<file path="src/omd_pkg.sv">
package omd_pkg;

  // ==========================================================================
  // Operating modes from the mode logic
  // ==========================================================================
  localparam logic [1:0] OMD_MODE_SINGLE   = 2'h0;
  localparam logic [1:0] OMD_MODE_EXPANDED = 2'h1;
  localparam logic [1:0] OMD_MODE_BOOT     = 2'h2;
  localparam logic [1:0] OMD_MODE_TEST     = 2'h3;

  // ==========================================================================
  // Wishbone register offsets (byte addresses)
  // ==========================================================================
  localparam logic [3:0] OMD_OFF_RAM_POS  = 4'h0;
  localparam logic [3:0] OMD_OFF_SETUP    = 4'h4;
  localparam logic [3:0] OMD_OFF_STATUS   = 4'h8;

  // ==========================================================================
  // Field layout
  // ==========================================================================
  localparam int         OMD_RAM_BASE_LSB = 2;
  localparam int         OMD_STROBE_BIT   = 5;
  localparam int         OMD_WDOG_BIT     = 2;
  localparam int         OMD_RAM_EN_BIT   = 1;
  localparam logic [7:0] OMD_SETUP_MASK   = 8'h26;
  localparam logic [5:0] OMD_RAM_BASE_RST = 6'h01;

  // ==========================================================================
  // Memory map
  // ==========================================================================
  localparam logic [5:0] OMD_ROM_HI_BASE  = 6'h3F;
  localparam logic [5:0] OMD_ROM_ALIAS    = 6'h2F;
  localparam logic [15:0] OMD_BOOT_ENTRY  = 16'h0400;

  // ==========================================================================
  // Timing and counts
  // ==========================================================================
  localparam logic [6:0] OMD_INIT_WINDOW  = 7'h40;
  localparam logic [2:0] OMD_IDLE_CHARS   = 3'h4;
  localparam logic [8:0] OMD_RAM_BYTES    = 9'h100;

  // ==========================================================================
  // Types
  // ==========================================================================
  typedef struct packed {
    logic       reg_sel;
    logic       ram_sel;
    logic       rom_sel;
    logic [9:0] index;
  } omd_sel_t;

  typedef struct packed {
    logic       we;
    logic [15:0] addr;
    logic [7:0] data;
  } omd_load_t;

  typedef enum logic [5:0] {
    B_IDLE  = 6'h01,
    B_INIT  = 6'h02,
    B_BREAK = 6'h04,
    B_WAIT  = 6'h08,
    B_COUNT = 6'h10,
    B_DONE  = 6'h20
  } omd_boot_t;

endpackage : omd_pkg

</file>
<file path="src/omd_decode.sv">
// Contract
// - Expanded mode: RAM off until software enables
// - Other modes: RAM on at $0400-$04FF
// - RAM base relocatable on 1K boundaries
// - Position writable first 64 cycles in any mode, anytime in special modes
// - Register block beats RAM; low 128 hidden
// - Base bits give address 15:10, reset $0400
// - Setup register written once when not special
// - Setup register writable anytime in special modes
// - Setup change applies at next instruction
// - Unimplemented setup bits read zero
// - RAM enable bit forced one except expanded
// - Enable bit polarity conflict resolved as enable
// - Expanded mode: boot ROM absent
// - Boot/test modes: ROM at $FC00-$FFFF
// - Single-chip: ROM also at $BC00-$BFFF
// - ROM location fixed, not relocatable
// - Boot: init serial, send break, wait
// - After first byte, count received bytes
// - End on four idle chars or 256 bytes
`timescale 1ns/1ps
module omd_decode (
  // Clock and reset
  input  wire logic             clk_i,
  input  wire logic             rst_i,
  // Wishbone slave
  input  wire logic             cyc_i,
  input  wire logic             stb_i,
  input  wire logic             we_i,
  input  wire logic [3:0]       adr_i,
  input  wire logic [3:0]       sel_i,
  input  wire logic [31:0]      dat_i,
  output logic      [31:0]      dat_o,
  output logic                  ack_o,
  // Mode and CPU side
  input  wire logic [1:0]       mode_i,
  input  wire logic             instr_start_i,
  input  wire logic [5:0]       reg_base_i,
  input  wire logic [15:0]      cpu_addr_i,
  output omd_pkg::omd_sel_t     sel_o,
  output logic                  strobe_style_select_o,
  output logic                  watchdog_disable_o,
  // Serial comms unit
  input  wire logic             rx_valid_i,
  input  wire logic [7:0]       rx_data_i,
  input  wire logic             char_tick_i,
  output logic                  serial_init_o,
  output logic                  send_break_o,
  output omd_pkg::omd_load_t    load_o,
  output logic                  boot_jump_o,
  output logic      [15:0]      jump_addr_o
);
  import omd_pkg::*;

  // ==========================================================================
  // Mode flags
  // ==========================================================================
  wire logic special_mode_flag = mode_i[1];
  wire logic mode_expanded     = (mode_i == OMD_MODE_EXPANDED);
  wire logic mode_single       = (mode_i == OMD_MODE_SINGLE);

  // ==========================================================================
  // Bus decode
  // ==========================================================================
  wire logic bus_req   = cyc_i & stb_i & ~ack_o;
  wire logic bus_wr    = bus_req & we_i & sel_i[0];
  wire logic hit_pos   = (adr_i == OMD_OFF_RAM_POS);
  wire logic hit_setup = (adr_i == OMD_OFF_SETUP);
  wire logic hit_stat  = (adr_i == OMD_OFF_STATUS);

  // ==========================================================================
  // Post-reset write window
  // ==========================================================================
  logic [6:0] win_cnt_q;
  wire logic  win_open = (win_cnt_q < OMD_INIT_WINDOW);

  always_ff @(posedge clk_i) begin
    if (rst_i) begin
      win_cnt_q <= 7'h00;
    end else if (win_open) begin
      win_cnt_q <= win_cnt_q + 7'h01;
    end
  end

  // ==========================================================================
  // RAM position register
  // ==========================================================================
  logic [5:0] ram_base_q;
  wire logic  pos_allowed = special_mode_flag | win_open;
  wire logic  pos_write   = bus_wr & hit_pos & pos_allowed;

  always_ff @(posedge clk_i) begin
    if (rst_i) begin
      ram_base_q <= OMD_RAM_BASE_RST;
    end else if (pos_write) begin
      ram_base_q <= dat_i[7:OMD_RAM_BASE_LSB];
    end
  end

  // ==========================================================================
  // System setup register: stored copy and effective copy
  // ==========================================================================
  logic [7:0] setup_q;
  logic [7:0] setup_eff_q;
  logic       setup_used_q;
  logic       setup_pend_q;
  wire logic  setup_allowed = special_mode_flag | ~setup_used_q;
  wire logic  setup_write   = bus_wr & hit_setup & setup_allowed;
  wire logic  [7:0] setup_rst = {6'h00, ~mode_expanded, 1'b0};

  always_ff @(posedge clk_i) begin
    if (rst_i) begin
      setup_q      <= setup_rst;
      setup_used_q <= 1'b0;
    end else if (setup_write) begin
      setup_q      <= dat_i[7:0] & OMD_SETUP_MASK;
      setup_used_q <= 1'b1;
    end
  end

  // Applied when the next instruction begins, never mid-instruction
  always_ff @(posedge clk_i) begin
    if (rst_i) begin
      setup_eff_q  <= setup_rst;
      setup_pend_q <= 1'b0;
    end else if (setup_write) begin
      setup_pend_q <= 1'b1;
    end else if (setup_pend_q && instr_start_i) begin
      setup_eff_q  <= setup_q;
      setup_pend_q <= 1'b0;
    end
  end

  // Bit set means RAM present, matching reset behaviour per mode
  wire logic ram_enabled = setup_eff_q[OMD_RAM_EN_BIT];
  assign strobe_style_select_o = setup_eff_q[OMD_STROBE_BIT];
  assign watchdog_disable_o    = setup_eff_q[OMD_WDOG_BIT];

  // ==========================================================================
  // Address decode with register block priority
  // ==========================================================================
  wire logic [5:0] page    = cpu_addr_i[15:10];
  wire logic reg_hit       = (page == reg_base_i) & (cpu_addr_i[9:7] == 3'h0);
  wire logic ram_hit       = ram_enabled & (page == ram_base_q)
                             & (cpu_addr_i[9:8] == 2'h0);
  wire logic rom_hi        = (page == OMD_ROM_HI_BASE);
  wire logic rom_hit       = ~mode_expanded
                             & (rom_hi | (mode_single & (page == OMD_ROM_ALIAS)));
  wire logic ram_sel       = ram_hit & ~reg_hit;
  wire logic rom_sel       = rom_hit & ~reg_hit & ~ram_hit;

  assign sel_o.reg_sel = reg_hit;
  assign sel_o.ram_sel = ram_sel;
  assign sel_o.rom_sel = rom_sel;
  assign sel_o.index   = reg_hit ? {3'h0, cpu_addr_i[6:0]} :
                         ram_sel ? {2'h0, cpu_addr_i[7:0]} : cpu_addr_i[9:0];

  // ==========================================================================
  // Bootloader download sequencer
  // ==========================================================================
  omd_boot_t  boot_q;
  omd_boot_t  boot_d;
  logic [8:0] byte_cnt_q;
  logic [2:0] idle_q;
  logic       boot_arm_q;
  omd_load_t  load_q;
  logic [15:0] jump_q;

  wire logic last_byte = rx_valid_i & (byte_cnt_q == OMD_RAM_BYTES - 9'h001);
  wire logic idle_end  = char_tick_i & ~rx_valid_i & (idle_q == OMD_IDLE_CHARS - 3'h1);

  always_comb begin
    boot_d = boot_q;
    unique case (boot_q)
      B_IDLE:  if (boot_arm_q) begin
        boot_d = B_INIT;
      end
      B_INIT:  boot_d = B_BREAK;
      B_BREAK: if (char_tick_i) begin
        boot_d = B_WAIT;
      end
      B_WAIT:  if (rx_valid_i) begin
        boot_d = B_COUNT;
      end
      B_COUNT: if (last_byte || idle_end) begin
        boot_d = B_DONE;
      end
      B_DONE:  boot_d = B_DONE;
      default: boot_d = B_IDLE;
    endcase
  end

  always_ff @(posedge clk_i) begin
    if (rst_i) begin
      boot_q     <= B_IDLE;
      boot_arm_q <= 1'b0;
      byte_cnt_q <= 9'h000;
      idle_q     <= 3'h0;
      load_q     <= '0;
      jump_q     <= 16'h0000;
    end else begin
      boot_q     <= boot_d;
      boot_arm_q <= (mode_i == OMD_MODE_BOOT) & (boot_q == B_IDLE) & ~boot_arm_q;
      load_q.we  <= 1'b0;
      if ((boot_q == B_WAIT || boot_q == B_COUNT) && rx_valid_i) begin
        byte_cnt_q  <= byte_cnt_q + 9'h001;
        idle_q      <= 3'h0;
        load_q.we   <= 1'b1;
        load_q.addr <= OMD_BOOT_ENTRY + {7'h00, byte_cnt_q};
        load_q.data <= rx_data_i;
      end else if (boot_q == B_COUNT && char_tick_i) begin
        idle_q <= idle_q + 3'h1;
      end
      if (boot_d == B_DONE) begin
        jump_q <= OMD_BOOT_ENTRY;
      end
    end
  end

  assign serial_init_o = (boot_q == B_INIT);
  assign send_break_o  = (boot_q == B_BREAK);
  assign boot_jump_o   = (boot_q == B_DONE);
  assign jump_addr_o   = jump_q;
  assign load_o        = load_q;

  // ==========================================================================
  // Read mux and acknowledge
  // ==========================================================================
  wire logic [31:0] rd_pos   = {24'h0, ram_base_q, 2'h0};
  wire logic [31:0] rd_setup = {24'h0, setup_q};
  wire logic [31:0] rd_stat  = {9'h000, boot_q, 1'b0, byte_cnt_q, 2'h0, setup_pend_q,
                                setup_used_q, win_open, mode_i};
  wire logic [31:0] rd_data  = hit_pos ? rd_pos : hit_setup ? rd_setup :
                               hit_stat ? rd_stat : 32'h0;

  always_ff @(posedge clk_i) begin
    if (rst_i) begin
      ack_o <= 1'b0;
      dat_o <= 32'h0;
    end else begin
      ack_o <= bus_req;
      dat_o <= bus_req ? rd_data : 32'h0;
    end
  end

  // ==========================================================================
  // Checks
  // ==========================================================================
  a_pos_window_lock: assert property (
    @(posedge clk_i) disable iff (rst_i)
    (bus_wr && hit_pos && !special_mode_flag && !win_open) |=> $stable(ram_base_q))
    else $error("position changed after window closed");

  a_pos_write_take: assert property (
    @(posedge clk_i) disable iff (rst_i)
    (bus_wr && hit_pos && win_open) |=> (ram_base_q == $past(dat_i[7:2])))
    else $error("position write not stored");

  a_setup_once: assert property (
    @(posedge clk_i) disable iff (rst_i)
    (bus_wr && hit_setup && !special_mode_flag && setup_used_q) |=> $stable(setup_q))
    else $error("setup register written twice");

  a_setup_special: assert property (
    @(posedge clk_i) disable iff (rst_i)
    (bus_wr && hit_setup && special_mode_flag) |=> (setup_q == ($past(dat_i[7:0]) & 8'h26)))
    else $error("special mode write lost");

  a_setup_defer: assert property (
    @(posedge clk_i) disable iff (rst_i)
    (setup_pend_q && !instr_start_i && !setup_write) |=> $stable(setup_eff_q))
    else $error("setup applied before instruction start");

  a_setup_zero_bits: assert property (
    @(posedge clk_i) disable iff (rst_i)
    (setup_q & 8'hD9) == 8'h00)
    else $error("unimplemented setup bit set");

  a_reg_priority: assert property (
    @(posedge clk_i) disable iff (rst_i)
    (reg_hit |-> !sel_o.ram_sel && !sel_o.rom_sel))
    else $error("RAM selected over register block");

  a_rom_expanded: assert property (
    @(posedge clk_i) disable iff (rst_i)
    mode_expanded |-> !sel_o.rom_sel)
    else $error("boot ROM decoded in expanded mode");

  a_ram_reset_state: assert property (
    @(posedge clk_i)
    (rst_i && !mode_expanded) |=> (!rst_i |-> setup_eff_q[1]))
    else $error("RAM enable not forced after reset");

  a_boot_break: assert property (
    @(posedge clk_i) disable iff (rst_i)
    serial_init_o |=> send_break_o)
    else $error("break not sent after serial init");

  a_boot_idle_end: assert property (
    @(posedge clk_i) disable iff (rst_i)
    (boot_q == B_COUNT && idle_end) |=> boot_jump_o ##0 (jump_addr_o == 16'h0400))
    else $error("download not ended after idle");

  a_ram_reset_home: assert property (
    @(posedge clk_i)
    $fell(rst_i) |-> (ram_base_q == OMD_RAM_BASE_RST))
    else $error("RAM base not at reset position");

  a_ram_home_map: assert property (
    @(posedge clk_i) disable iff (rst_i)
    (!mode_expanded && !setup_used_q && (ram_base_q == OMD_RAM_BASE_RST) && !reg_hit
     && (cpu_addr_i[15:8] == {OMD_RAM_BASE_RST, 2'h0})) |-> sel_o.ram_sel)
    else $error("RAM missing at home range after reset");

  a_ram_off_expanded: assert property (
    @(posedge clk_i) disable iff (rst_i)
    (mode_expanded && !setup_used_q) |-> !sel_o.ram_sel)
    else $error("RAM decoded before software enabled it");

  a_ram_enable_bit: assert property (
    @(posedge clk_i) disable iff (rst_i)
    sel_o.ram_sel |-> setup_eff_q[OMD_RAM_EN_BIT])
    else $error("RAM decoded with enable bit clear");

  a_ram_low_hidden: assert property (
    @(posedge clk_i) disable iff (rst_i)
    (sel_o.ram_sel && (page == reg_base_i)) |-> cpu_addr_i[7])
    else $error("hidden RAM byte reached");

  a_pos_late_refused: assert property (
    @(posedge clk_i) disable iff (rst_i)
    (bus_wr && hit_pos && !pos_allowed) |=> (ack_o && $stable(ram_base_q)))
    else $error("refused position write not acknowledged quietly");

  a_window_stays_shut: assert property (
    @(posedge clk_i) disable iff (rst_i)
    !win_open |=> !win_open)
    else $error("write window reopened without reset");

  a_setup_apply: assert property (
    @(posedge clk_i) disable iff (rst_i)
    (setup_pend_q && instr_start_i && !setup_write) |=> (setup_eff_q == $past(setup_q)))
    else $error("setup not applied at instruction start");

  a_rom_high: assert property (
    @(posedge clk_i) disable iff (rst_i)
    (special_mode_flag && (page == OMD_ROM_HI_BASE) && !reg_hit && !ram_hit) |-> sel_o.rom_sel)
    else $error("boot ROM missing from top page");

  a_rom_alias: assert property (
    @(posedge clk_i) disable iff (rst_i)
    (mode_single && (page == OMD_ROM_ALIAS) && !reg_hit && !ram_hit) |-> sel_o.rom_sel)
    else $error("boot ROM alias missing in single-chip mode");

  a_rom_fixed: assert property (
    @(posedge clk_i) disable iff (rst_i)
    sel_o.rom_sel |-> ((page == OMD_ROM_HI_BASE) || (page == OMD_ROM_ALIAS)))
    else $error("boot ROM decoded at a moved page");

  a_boot_wait_first: assert property (
    @(posedge clk_i) disable iff (rst_i)
    ((boot_q == B_WAIT) && !rx_valid_i) |=> (boot_q == B_WAIT))
    else $error("bootloader left wait without a character");

  a_byte_count: assert property (
    @(posedge clk_i) disable iff (rst_i)
    ((boot_q == B_COUNT) && rx_valid_i) |=> ((byte_cnt_q == ($past(byte_cnt_q) + 9'h001)) && load_o.we))
    else $error("received byte not counted");

  a_boot_full_end: assert property (
    @(posedge clk_i) disable iff (rst_i)
    ((boot_q == B_COUNT) && last_byte) |=> (boot_jump_o && (jump_addr_o == OMD_BOOT_ENTRY)))
    else $error("download not ended after last byte");

endmodule : omd_decode

</file>
<file path="config.mk">
export PLATFORM = sky130hd
export DESIGN_NAME = omd_decode
export DESIGN_NICKNAME = d
export VERILOG_FILES = /design/src/omd_pkg.sv /design/src/omd_decode.sv
export SDC_FILE = /design/constraint.sdc
export NUM_CORES = 1
export LEC_CHECK = 0
export BUFFER_PORTS_ARGS = -buffer_cell sky130_fd_sc_hd__buf_2
export CORE_MARGIN = 5
export CORE_UTILIZATION = 37
export CTS_BUF_LIST = sky130_fd_sc_hd__clkbuf_8
export DETAILED_ROUTE_END_ITERATION = 10
export MAX_ROUTING_LAYER = met4
export PLACE_DENSITY = 0.66
export SETUP_SLACK_MARGIN = 0.1
export SLEW_MARGIN = 15
export SYNTH_ARGS = -nofsm -noshare
export SYNTH_HDL_FRONTEND = slang
export SYNTH_SLANG_ARGS = --single-unit
</file>
<file path="constraint.sdc">
create_clock -name clk_i -period 2.12 [get_ports clk_i]
set_input_delay 0.106 -clock clk_i [delete_from_list [all_inputs] [get_ports clk_i]]
set_output_delay 0.106 -clock clk_i [all_outputs]
set_load 0.1 [all_outputs]
</file>
After elaboration in Yosys (flattened, before gate mapping)
Index checks and enable logic that the tools add are counted.
- flip-flop bits (word level): 89
- latch bits: 0
- RAM bits: 0
- memory bits (read-only): 0
- bits of input ports: 80
- output and inout port bits: 92
- word-level logic and storage cells: 113
- memories kept: 0
- $add $sub $neg: 4
- multiply operators: 0
- div/mod/pow operators: 0
- magnitude comparators: 1
- equality and inequality tests: 18
- shifts and indexed selects: 0
- mux-type cells: 18
- bitwise logic cells: 34
- reductions and logical operators: 18
- operators by type and width (cell ; number):
    $pmux 6 s6 ; 1
    $mux 25 ; 1
    $eq 6x6->1 const B ; 4
    $mux 6 ; 4
    $mux 8 ; 3
    $and 1x1->1 ; 21
    $mux 10 ; 2
    $add 11x9->12 const A ; 1
    $eq 6x6->1 ; 2
    $mux 2 ; 5
    $not 1->1 ; 10
    $add 9x1->9 const B ; 1
    $eq 9x8->1 const B ; 1
    $add 7x1->7 const B ; 1
    $lt 7x7->1 const B ; 1
    $eq 6x1->1 const B ; 1
    $eq 6x2->1 const B ; 1
    $eq 6x3->1 const B ; 1
    $eq 6x4->1 const B ; 1
    $eq 6x5->1 const B ; 1
    $reduce_bool 2->1 ; 3
    $reduce_or 5->1 ; 1
    $eq 4x3->1 const B ; 1
    $eq 4x4->1 const B ; 1
    other kinds (15) ; 24

Logic depth before layout (Yosys ltp)
Gate-level depths: netlist of the first run.
- depth in word-level cells: 8
- gate-level depth with buffers: 8
- gate-level depth less buffers: 8

Worst setup path after synthesis of the first run
OpenSTA, ideal clock, no wires.
- path type: register to register
- start: reg boot_q[0]
- end: reg boot_q[0]
- setup time: 0.215 ns
- arrival time: 2.960 ns
- data required time: 1.905 ns
- slack: -1.055 ns
- stages on the path, launching flop included: 5
- path buffers: 1
- period minus slack after synthesis: 3.175 ns
- cells stage by stage: dfxtp_1 clkbuf_2 or3_1 nor4b_2 o221ai_1
- word-level cells in the longest chain between the ends: 2
- elaborated cells on any way between the ends: 11
- those cells by class: eq/ne: 6; mux: 5
- RTL lines (what ; line ; source):
    from (decl) ; omd_decode.sv:161 ; omd_boot_t boot_q;
    from (signal assigned) ; omd_decode.sv:202 ; boot_q <= boot_d;
    $eq 6x3->1 ; - ;
    named net send_break_o ; omd_decode.sv:48 ; output logic send_break_o,
    $pmux 6 s6 ; omd_decode.sv:174 ; unique case (boot_q)
The timed path passes the listed nets, and every way through them passes these cells.
A chain may end at the register's enable or synchronous reset.

Final worst setup path of the first run
- start: reg boot_q[5]
- end: out send_break_o
- word-level cells in the longest chain between the ends: 1
- RTL lines (what ; line ; source):
    $eq 6x3->1 ; omd_decode.sv:221 ; assign send_break_o = (boot_q == B_BREAK);
    to (decl) ; omd_decode.sv:48 ;
Every way passes these cells.

==> results of run 1 <==
[how the worst max path moves through the flow]
stage / from / end / cells past startpoint
after CTS: boot_q[5] / send_break_o / 3
after global routing: boot_q[5] / send_break_o / 3
final: boot_q[5] / send_break_o / 3
after global placement: boot_q[2] / byte_cnt_q[3] / 5
after floorplan: boot_q[0] / boot_q[0] / 4
after detailed placement: boot_q[2] / byte_cnt_q[3] / 5
[worst max-delay path: cells and delay by family, from the launching register on]
family        cells  cell delay, ns
flops             1            0.40
buf+inv           1            0.28
simple gates      2            0.82
[kinds of logic after synthesis]
kind of cell	after synthesis	synth area share
muxes	16	0.04339
xor gates and xnor gates	21	0.04983
AOI/OAI and AO/OA	52	0.08339
and+or+nand+nor	160	0.2288
buffers and inverters	75	0.1210
other	1	0.001016
adders and majority gates	5	0.01695
DFF	83	0.4556
[area by class of cell]
| type | instances | area (µm²) | share of cell area |
|---|---|---|---|
| Multi-Input combinational cell | 285 | 1689 | 0.3792 |
| Sequential cell | 83 | 1683 | 0.3778 |
| Timing Repair Buffer | 119 | 686.9 | 0.1542 |
| Tap cell | 133 | 166.4 | 0.03736 |
| Clock buffer | 10 | 137.6 | 0.03090 |
| Clock inverter | 6 | 57.56 | 0.01292 |
| Inverter | 9 | 33.78 | 0.007584 |
[sequential cells by signal (all words and copies together), names as in the netlist, 3 cells and up]
signal / flops
boot_q: 6
idle_q: 3
setup_q: 3
byte_cnt_q: 9
load_o: 19
setup_eff_q: 3
ram_base_q: 6
dat_o: 22
win_cnt_q: 7
[Yosys cell counts (2+ instances only)]
library cell  number  area (µm²)
dfxtp_1           81        1622
nand2_1           46       172.7
buf_4             41       307.8
nor2_1            34       127.6
a21oi_1           31       155.2
mux2i_1           16       160.2
xor2_1            15       131.4
nor3_1            14       70.07
clkbuf_1          13       48.80
and2_1            11       68.82
inv_1              9       33.78
buf_2              7       35.03
nand3_1            6       30.03
nand3b_1           6       45.04
nand4_1            6       37.54
o21ai_0            6       30.03
xnor2_1            6       52.55
ha_1               5       62.56
nand2b_1           5       31.28
nor4_1             5       31.28
or3_1              5       31.28
and4b_1            4       40.04
o21a_1             4       30.03
and3_1             3       18.77
buf_1              3       11.26
o31ai_1            3       22.52
or2_2              3       18.77
or4_1              3       22.52
clkbuf_2           2       10.01
edfxtp_1           2       60.06
nor2b_1            2       12.51
nor4b_2            2       30.03
[through the flow]
stage,setup TNS (ns),hold WS (ns),area [µm²],total power [W]
global placement,0,0.2127,4123,0.002053
CTS,0,0.005697,4434,0.003179
floorplan,-0.5368,0.2243,3827,0.002093
detailed placement,0,0.2127,4123,0.002058
global route,0,0.01305,4454,0.003277
finish,0,0.01828,4454,0.003145
[layer usage]
layer / wire, µm / vias to the layer above / track usage / part of all wire
met1: 3533 / 1362 / 0.1729 / 0.43
met4: 172 / 0 / 0.05788 / 0.021
met3: 505 / 14 / 0.03053 / 0.061
li1: - / 1513 / - / -
met5: 0 / - / - / 0
met2: 4071 / 86 / 0.2370 / 0.49
[timing repair]
| item | in CTS | in global routing |
|---|---|---|
| resized for setup | 2 | 2 |
| setup endpoints to repair | 1 | 3 |
| pin swaps | 0 | 1 |
| hold buffers | 11 | 0 |
| buffers inserted | 0 | 2 |
| hold endpoints to repair | 11 | 0 |
[report_power, final]
| group | internal (W) | switching [W] |
|---|---|---|
| clock | 0.000566 | 0.000541 |
| sequential | 0.00158 | 0.0000128 |
| combinational | 0.0000869 | 0.000361 |
==> run metrics, run 1 <==
layout cells sized above 1 0.2559; Sink Count 83; vias in the first global route about 2,900; Rel. slew slack 0.5832; slack of the worst reg-to-reg path 0.26 ns; Ports 172; RR Startpoint boot_q[2]; Mean Syn Cell Area just under 9 µm²; Hold Path Cell Cnt 3; most frequent cells in the layout buf_2 (95), dfxtp_1 (80), nand2_1 (46), nor2_1 (34); skew final 0.005261 ns; Post-DRT Antenna Nets 0; root buffer cell clkbuf_8; Filler Cells Inserted 959; diode count 0; HPWL after detailed placement ~6.1 mm; crit path kind register to output port; Crit. End Element output port; yosys warns 0; Hold Path Class primary input to register; Initial Util 0.3776; Residual DRC 0; Critical Path Source Type register; via count about 3,000; # nets final 592; Port Buf Inserts 98; worst skew pair latency 0.34 ns; All-Layer GR Usage 0.1446; total grt overflow 0; largest net degree at the start of global routing 61; #FFs+latches synth 83; Worst R2R End byte_cnt_q[3]; Pleak ~1.9 nW; DR vias/cell 4.612; Critical Path AT 1.84 ns; status complete, no violations; WL per Instance about 13 µm; Routed WL 8.282 mm; Netlist Area Pre-Place 3691 µm²; Synth-to-Final Area Change 20.68%; worst-margin pin slew approximately 0.63 ns; initial antenna violation count 0; post-placement cell count 616; Yosys cell types 46; Initial DRC Count 155; Worst VDD drop 0.0003472 V; CTS tree yes; ys async rst share 0; main flop type after synthesis dfxtp_1; FMAX 513.0 MHz; Placer Congestion slightly below 0.9; EDFF count, synth 2; Placeable Area 9774 µm²; clock tree buffer depth 2; # Max-Cap Violations 0; Worst Path Required around 2 ns; Setup-failing EPs final 0; commonest non-fill, non-tap cell in the layout buf_2; fin cells approximately 650; hold path startpoint dat_i[5]; Die Span Y 109.9 µm; crit share post-route 0.9195; power density cells 706.0 nW/µm²; Num CTS Buffers 9; CP peak stage delay between 0.4 and 0.5 ns; die width ~110 µm; R2R cell count 5; RSZ-0062 raised after global routing no; CP max FO 8; min Tclk post-route 1.949 ns; CP Cell Sequence or3_4, nor4b_4, buf_6; final hold viol count 0; first-pass GRT wire length 13.36 mm; Slowest-stage cell, CP or3_4; total iterations of the first detailed-routing run 4; dpl ws 0.2614 ns; Final Max Slew Viols 0; smallest setup slack after layout 0.1707 ns; H-tree levels 3; die area 12,070 µm²; # rows 36; register area share after synthesis 0.4556; hold endpoint ram_base_q[3]; Final Util 0.4557; Clk pin slew, worst setup/hold paths approximately 0.080 ns; post-synthesis cell count between 400 and 500
No activity file was read; power rests on OpenSTA's default activity.
==> run 2: changes to the inputs <==
- BUFFER_PORTS_ARGS: -buffer_cell sky130_fd_sc_hd__buf_2 -> default
- DONT_BUFFER_PORTS: default -> 1
- PLACE_DENSITY: 0.66 -> default
==> run 2 against run 1 <==
  * Worst setup slack improved by 0.024 ns
  * Global-route usage increased by 0.68 points
  * Clock power about the same
  * Clock skew is 0.0043 ns higher
  * Sequential power is essentially flat
  * Flip-flop and latch count unchanged
  * Critical endpoint unchanged
  * Critical path type unchanged
  * Maximum frequency rose by 1.2%
  * Sequential share of layout area decreased by 0.44 points
  * Non-clock buffer count is 34 lower
==> run metrics, run 2 (synthesized netlist as in run 1, its figures left out) <==
layout cells sized above 1 0.1778 (-0.07804); dpl ws 0.4135 ns (+0.1521 ns); Num CTS Buffers 9 (unchanged); DR vias/cell 4.773 (+3.5%); Critical Path Source Type register; Worst Path Required 2.01 ns (about the same); Residual DRC 0 (unchanged); R2R cell count 5 (unchanged); crit path kind register to output port; # Max-Cap Violations 0 (unchanged); CP peak stage delay 0.45 ns (about the same); Initial Util 0.3776 (unchanged); Post-DRT Antenna Nets 0 (unchanged); CP Cell Sequence or3_4, nor4b_4, buf_6; FMAX 519.3 MHz (+1.2%); H-tree levels 3 (unchanged); Final Cell Area 4507 µm² (+1.2%); # nets final 558 (-5.7%); number of flip-flops in the largest register 22 (unchanged); RSZ-0062 raised after global routing no; Placer Congestion 0.8262 (-5.6%); Critical path origin boot_q[5]; commonest non-fill, non-tap cell in the layout dfxtp_1; min Tclk post-route 1.926 ns (-0.02364 ns); Ports 172 (unchanged); Biggest register dat_o; RR Startpoint boot_q[2]; Worst VDD drop 0.0003944 V (+14%); clock tree buffer depth 2 (unchanged); status complete, no violations; Final Util 0.4611 (+0.005377); Cell Area, Placed 4041 µm² (-2.0%); largest net degree at the start of global routing 60 (-1.6%); Slowest-stage cell, CP or3_4; Final Max Slew Viols 0 (unchanged); power density cells 681.2 nW/µm² (-3.5%); crit share post-route 0.9083 (-0.01115); worst skew pair latency 0.34 ns (about the same); root buffer cell clkbuf_8; critical path endpoint send_break_o; CP max FO 8 (unchanged); Routed WL 8.715 mm (+5.2%); Hold Path Class primary input to register; # rows 36 (unchanged); Sink Count 83 (unchanged); Critical Path AT 1.82 ns (-0.02 ns); Placeable Area 9774 µm² (unchanged); Pleak 1.792 nW (-6.3%); Port Buf Inserts 0 (-100%); Initial DRC Count 135 (-13%); via count 2,916 (-2.0%); first-pass GRT wire length 13.99 mm (+4.7%); HPWL after detailed placement 6.010 mm (-1.4%); vias in the first global route 2,892 (+0.42%); Crit. End Element output port; Synth-to-Final Area Change 22.10%; CTS tree yes; Setup-failing EPs final 0 (unchanged); All-Layer GR Usage 0.1514 (+0.006849); slack of the worst reg-to-reg path 0.39 ns (+0.13 ns); WL per Instance 14.26 µm (+11%); total grt overflow 0 (unchanged); smallest setup slack after layout 0.1943 ns (+0.02364 ns); Clk pin slew, worst setup/hold paths 0.08 ns (about the same); die area 12,070 µm² (unchanged); final hold viol count 0 (unchanged); total iterations of the first detailed-routing run 4 (unchanged); die width 109.9 µm (unchanged); most frequent cells in the layout dfxtp_1 (80), buf_4 (58), nand2_1 (46), nor2_1 (33); Worst R2R End byte_cnt_q[3]; initial antenna violation count 0 (unchanged); Die Span Y 109.9 µm (unchanged); diode count 0 (unchanged); skew final 0.009561 ns (+0.004300 ns); final setup TNS 0 ns (unchanged)
run 2: cell types whose count changed in the layout (fill, tap and decap cells not counted), moves of 2 or more:
cell,before,now
buf_4,10,58
buf_2,95,0
dlygate4sd3_1,11,24
clkbuf_4,2,0
run 2: how the worst min path moves through the flow:
stage / from / end / depth (start not counted)
after floorplan: mode_i[1] / boot_arm_q / 2
after global placement: rst_i / ack_o / 1
after detailed placement: rst_i / ack_o / 1
after CTS: rx_valid_i / byte_cnt_q[5] / 3
after global routing: mode_i[0] / setup_eff_q[1] / 2
final: rx_valid_i / byte_cnt_q[5] / 3
run 2: per-stage QoR:
| stage | hold WS [ns] | cells | total power [W] |
|---|---|---|---|
| global route | 0.04613 | 611 | 0.003195 |
| finish | 0.03721 | 611 | 0.003070 |
| CTS | 0.02145 | 611 | 0.003099 |
| global placement | 0.1782 | 569 | 0.001951 |
| floorplan | 0.2243 | 443 | 0.002093 |
| detailed placement | 0.1821 | 569 | 0.001956 |
run 2: cell type report:
type,count,area (µm²)
clock inverter,7,62.56
multi-input combinational,285,1698
sequential,83,1683
timing repair buffer,85,739.5
fill,962,5268
inverter,9,33.78
tap,133,166.4
clock buffer,9,123.9
run 2: routing by layer:
| layer | vias to the layer above | global-route usage | routed length [µm] |
|---|---|---|---|
| met5 | - | - | 0 |
| met4 | 0 | 0.05877 | 135 |
| met3 | 11 | 0.03523 | 586 |
| met2 | 89 | 0.2457 | 4361 |
| met1 | 1371 | 0.1819 | 3631 |
| li1 | 1445 | - | - |
run 2: report_power, final:
part	leakage (nW)	internal (W)	switching [W]
Clock	0.103	0.000532	0.000553
Sequential	0.673	0.00158	0.0000132
Combinational	1.02	0.0000784	0.000316
Total	1.79	0.00219	0.000882
run 2: what timing repair did:
| item | CTS | global route |
|---|---|---|
| cloned | 0 | 0 |
| endpoints found under the setup margin | 1 | 1 |
| hold endpoints to repair | 68 | 0 |
| setup buffers | 1 | 0 |
| gates resized for setup | 1 | 0 |
| pin swaps | 1 | 1 |
| hold buffers | 25 | 0 |
run 2: critical path: cells and delay by family (launching register included):
family,cells,cell delay (ns)
AND/OR/NAND/NOR,2,0.80
flip-flops,1,0.40
buffers and inverters,1,0.28
==> run 3: changes to the inputs <==
--- a/config.mk
+++ b/config.mk
@@ -6,4 +6,5 @@
 export NUM_CORES = 1
 export LEC_CHECK = 0
+export CAP_MARGIN = 0
 export CORE_MARGIN = 5
 export CORE_UTILIZATION = 37
==> constraint.sdc (replaced) <==
create_clock -name clk_i -period 2.12 [get_ports clk_i]
set_input_delay 0.424 -clock clk_i [delete_from_list [all_inputs] [get_ports clk_i]]
set_output_delay 0.424 -clock clk_i [all_outputs]
set_load 0.1 [all_outputs]
==> run 3 against run 2 <==
  * Utilization fell by 1.3 points
  * Clock skew fell by 0.0041 ns
  * Sequential share of layout area rose by 1.5 points
  * Wire length fell by 4.4%
  * Final cell count fell by 3.1%
  * Flip-flop and latch count did not move
  * Clock-buffer cell count did not move
  * Non-clock buffer count fell by 19
  * Critical path type unchanged
  * Highest routed layer unchanged
==> run metrics, run 3 (synthesized netlist as in run 1, its figures left out) <==
status complete, no violations; first-pass GRT wire length 13.01 mm (-7.0%); Ports 172 (unchanged); via count 2,819 (-3.3%); FMAX 472.9 MHz (-8.9%); Hold Path Cell Cnt 1 (-2); Final Util 0.4479 (-0.01319); Critical Path Source Type register; Filler Cells Inserted 960 (-0.21%); Final Max Slew Viols 0 (unchanged); Slowest-stage cell, CP or3_4; diode count 0 (unchanged); Critical path origin boot_q[0]; Worst Path Required 1.70 ns (-0.31 ns); crit path kind register to output port; Pleak 1.707 nW (-4.8%); min Tclk post-route 2.115 ns (+0.1892 ns); Die Span Y 109.9 µm (unchanged); HPWL after detailed placement 6.018 mm (+0.13%); R2R cell count 6 (+1); number of flip-flops in the largest register 22 (unchanged); CP max FO 2 (-6); All-Layer GR Usage 0.1435 (-0.007988); # Max-Cap Violations 0 (unchanged); final hold viol count 0 (unchanged); H-tree levels 3 (unchanged); root buffer cell clkbuf_8; DR vias/cell 4.762 (-0.22%); Clock Power Share 0.348 (-0.005); RSZ-0062 raised after global routing yes; die width 109.9 µm (unchanged); post-placement cell count 569 (unchanged); Crit. End Element output port; vias in the first global route 2,736 (-5.4%); slack of the worst reg-to-reg path 0.28 ns (-0.11 ns); # rows 36 (unchanged); Initial Util 0.3776 (unchanged); cell family with most CP delay simple AND/OR/NAND/NOR gates; buffers plus inverters on the worst setup path 1 (unchanged); commonest non-fill, non-tap cell in the layout dfxtp_1; total grt overflow 0 (unchanged); Placeable Area 9774 µm² (unchanged); Post-DRT Antenna Nets 0 (unchanged); CP peak stage delay 0.40 ns (-0.05 ns); Setup-failing EPs final 0 (unchanged); Routed WL 8.333 mm (-4.4%); Combinational Power Share 0.116 (-0.013); largest net degree at the start of global routing 62 (+3.3%); Port Buf Inserts 0 (unchanged); clock tree buffer depth 2 (unchanged); Biggest register dat_o; Synth-to-Final Area Change 18.61%; Critical Path AT 1.69 ns (-0.13 ns); hold path startpoint rst_i; layout cells sized above 1 0.2244 (+0.04658); skew final 0.005423 ns (-0.004138 ns); crit share post-route 0.9976 (+0.08923); # nets final 539 (-3.4%); Worst R2R End byte_cnt_q[3]; CP Cell Sequence or3_4, nor4b_4, buf_12; total iterations of the first detailed-routing run 4 (unchanged); most frequent cells in the layout dfxtp_1 (73), buf_4 (60), nand2_1 (46), nor2_1 (33); internal power 0.002056 W (-6.1%); switching pwr 0.0008986 W (+1.9%); initial antenna violation count 0 (unchanged); Residual DRC 0 (unchanged); fin cells 592 (-3.1%); Num CTS Buffers 9 (unchanged); worst skew pair latency 0.36 ns (+0.02 ns); RR Startpoint boot_q[5]; die area 12,070 µm² (unchanged); Initial DRC Count 158 (+17%); hold endpoint ack_o; Clk pin slew, worst setup/hold paths 0.08 ns (about the same); Worst VDD drop 0.0003109 V (-21%); Placer Congestion 0.8449 (+2.3%); CTS tree yes; Switching Share 0.3042 (+0.01686); Hold Path Class primary input to register; sequential power share 0.536 (+0.018); WL per Instance 14.08 µm (-1.3%); power density cells 674.8 nW/µm² (-0.94%); Sink Count 83 (unchanged)
==> run 3: worst max-delay path by stage <==
stage | end | slack, ns | cells past startpoint
after global routing | send_break_o | -0.05 | 3
after global placement | send_break_o | 0.32 | 3
after floorplan | send_break_o | -0.24 | 3
final | send_break_o | 0.005 | 3
after detailed placement | send_break_o | 0.29 | 3
after CTS | send_break_o | 0.003 | 3
==> run 3: routing by layer <==
layer | global-route usage | part of all wire
met1 | 0.1686 | 0.41
met2 | 0.2244 | 0.49
met3 | 0.03523 | 0.070
met4 | 0.07925 | 0.035
met5 | - | 0
==> run 3: power by group through the flow <==
stage	combinational, W	clock (W)	sequential (W)
final	0.000343	0.00103	0.00158
after global placement	0.000326	0	0.00163
after floorplan	0.000462	0	0.00163
after detailed placement	0.000330	0	0.00163
after global routing	0.000357	0.00114	0.00159
after CTS	0.000340	0.00107	0.00158
==> run 3: through the flow <==
stage	TNS, ns	hold WS, ns	total power [W]	area (µm²)	setup WS, ns
2_1_floorplan	-0.7129	0.4114	0.002093	3827	-0.2426
3_3_place_gp	0	0.4290	0.001953	4091	0.3150
3_5_place_dp	0	0.4555	0.001957	4091	0.2893
4_1_cts	0	0.1027	0.002993	4353	0.002933
5_1_grt	-0.06462	0.1019	0.003084	4378	-0.05302
6_report	0	0.1240	0.002954	4378	0.005170
==> run 3: repair_timing <==
| action | 4_1_cts | 5_1_grt |
|---|---|---|
| pin swaps | 7 | 5 |
| gates resized for setup | 14 | 4 |
| hold buffers | 0 | 0 |
| endpoints found under the hold margin | 0 | 0 |
| setup buffers | 6 | 1 |
| endpoints found under the setup margin | 5 | 5 |
==> run 3: cell type report <==
type | instances | area, µm² | share of cell area
timing repair buffer | 66 | 575.6 | 0.1315
sequential | 83 | 1702 | 0.3887
multi-input combinational | 285 | 1724 | 0.3938
tap | 133 | 166.4 | 0.03801
clock buffer | 9 | 123.9 | 0.02829
clock inverter | 7 | 52.55 | 0.01200
inverter | 9 | 33.78 | 0.007716
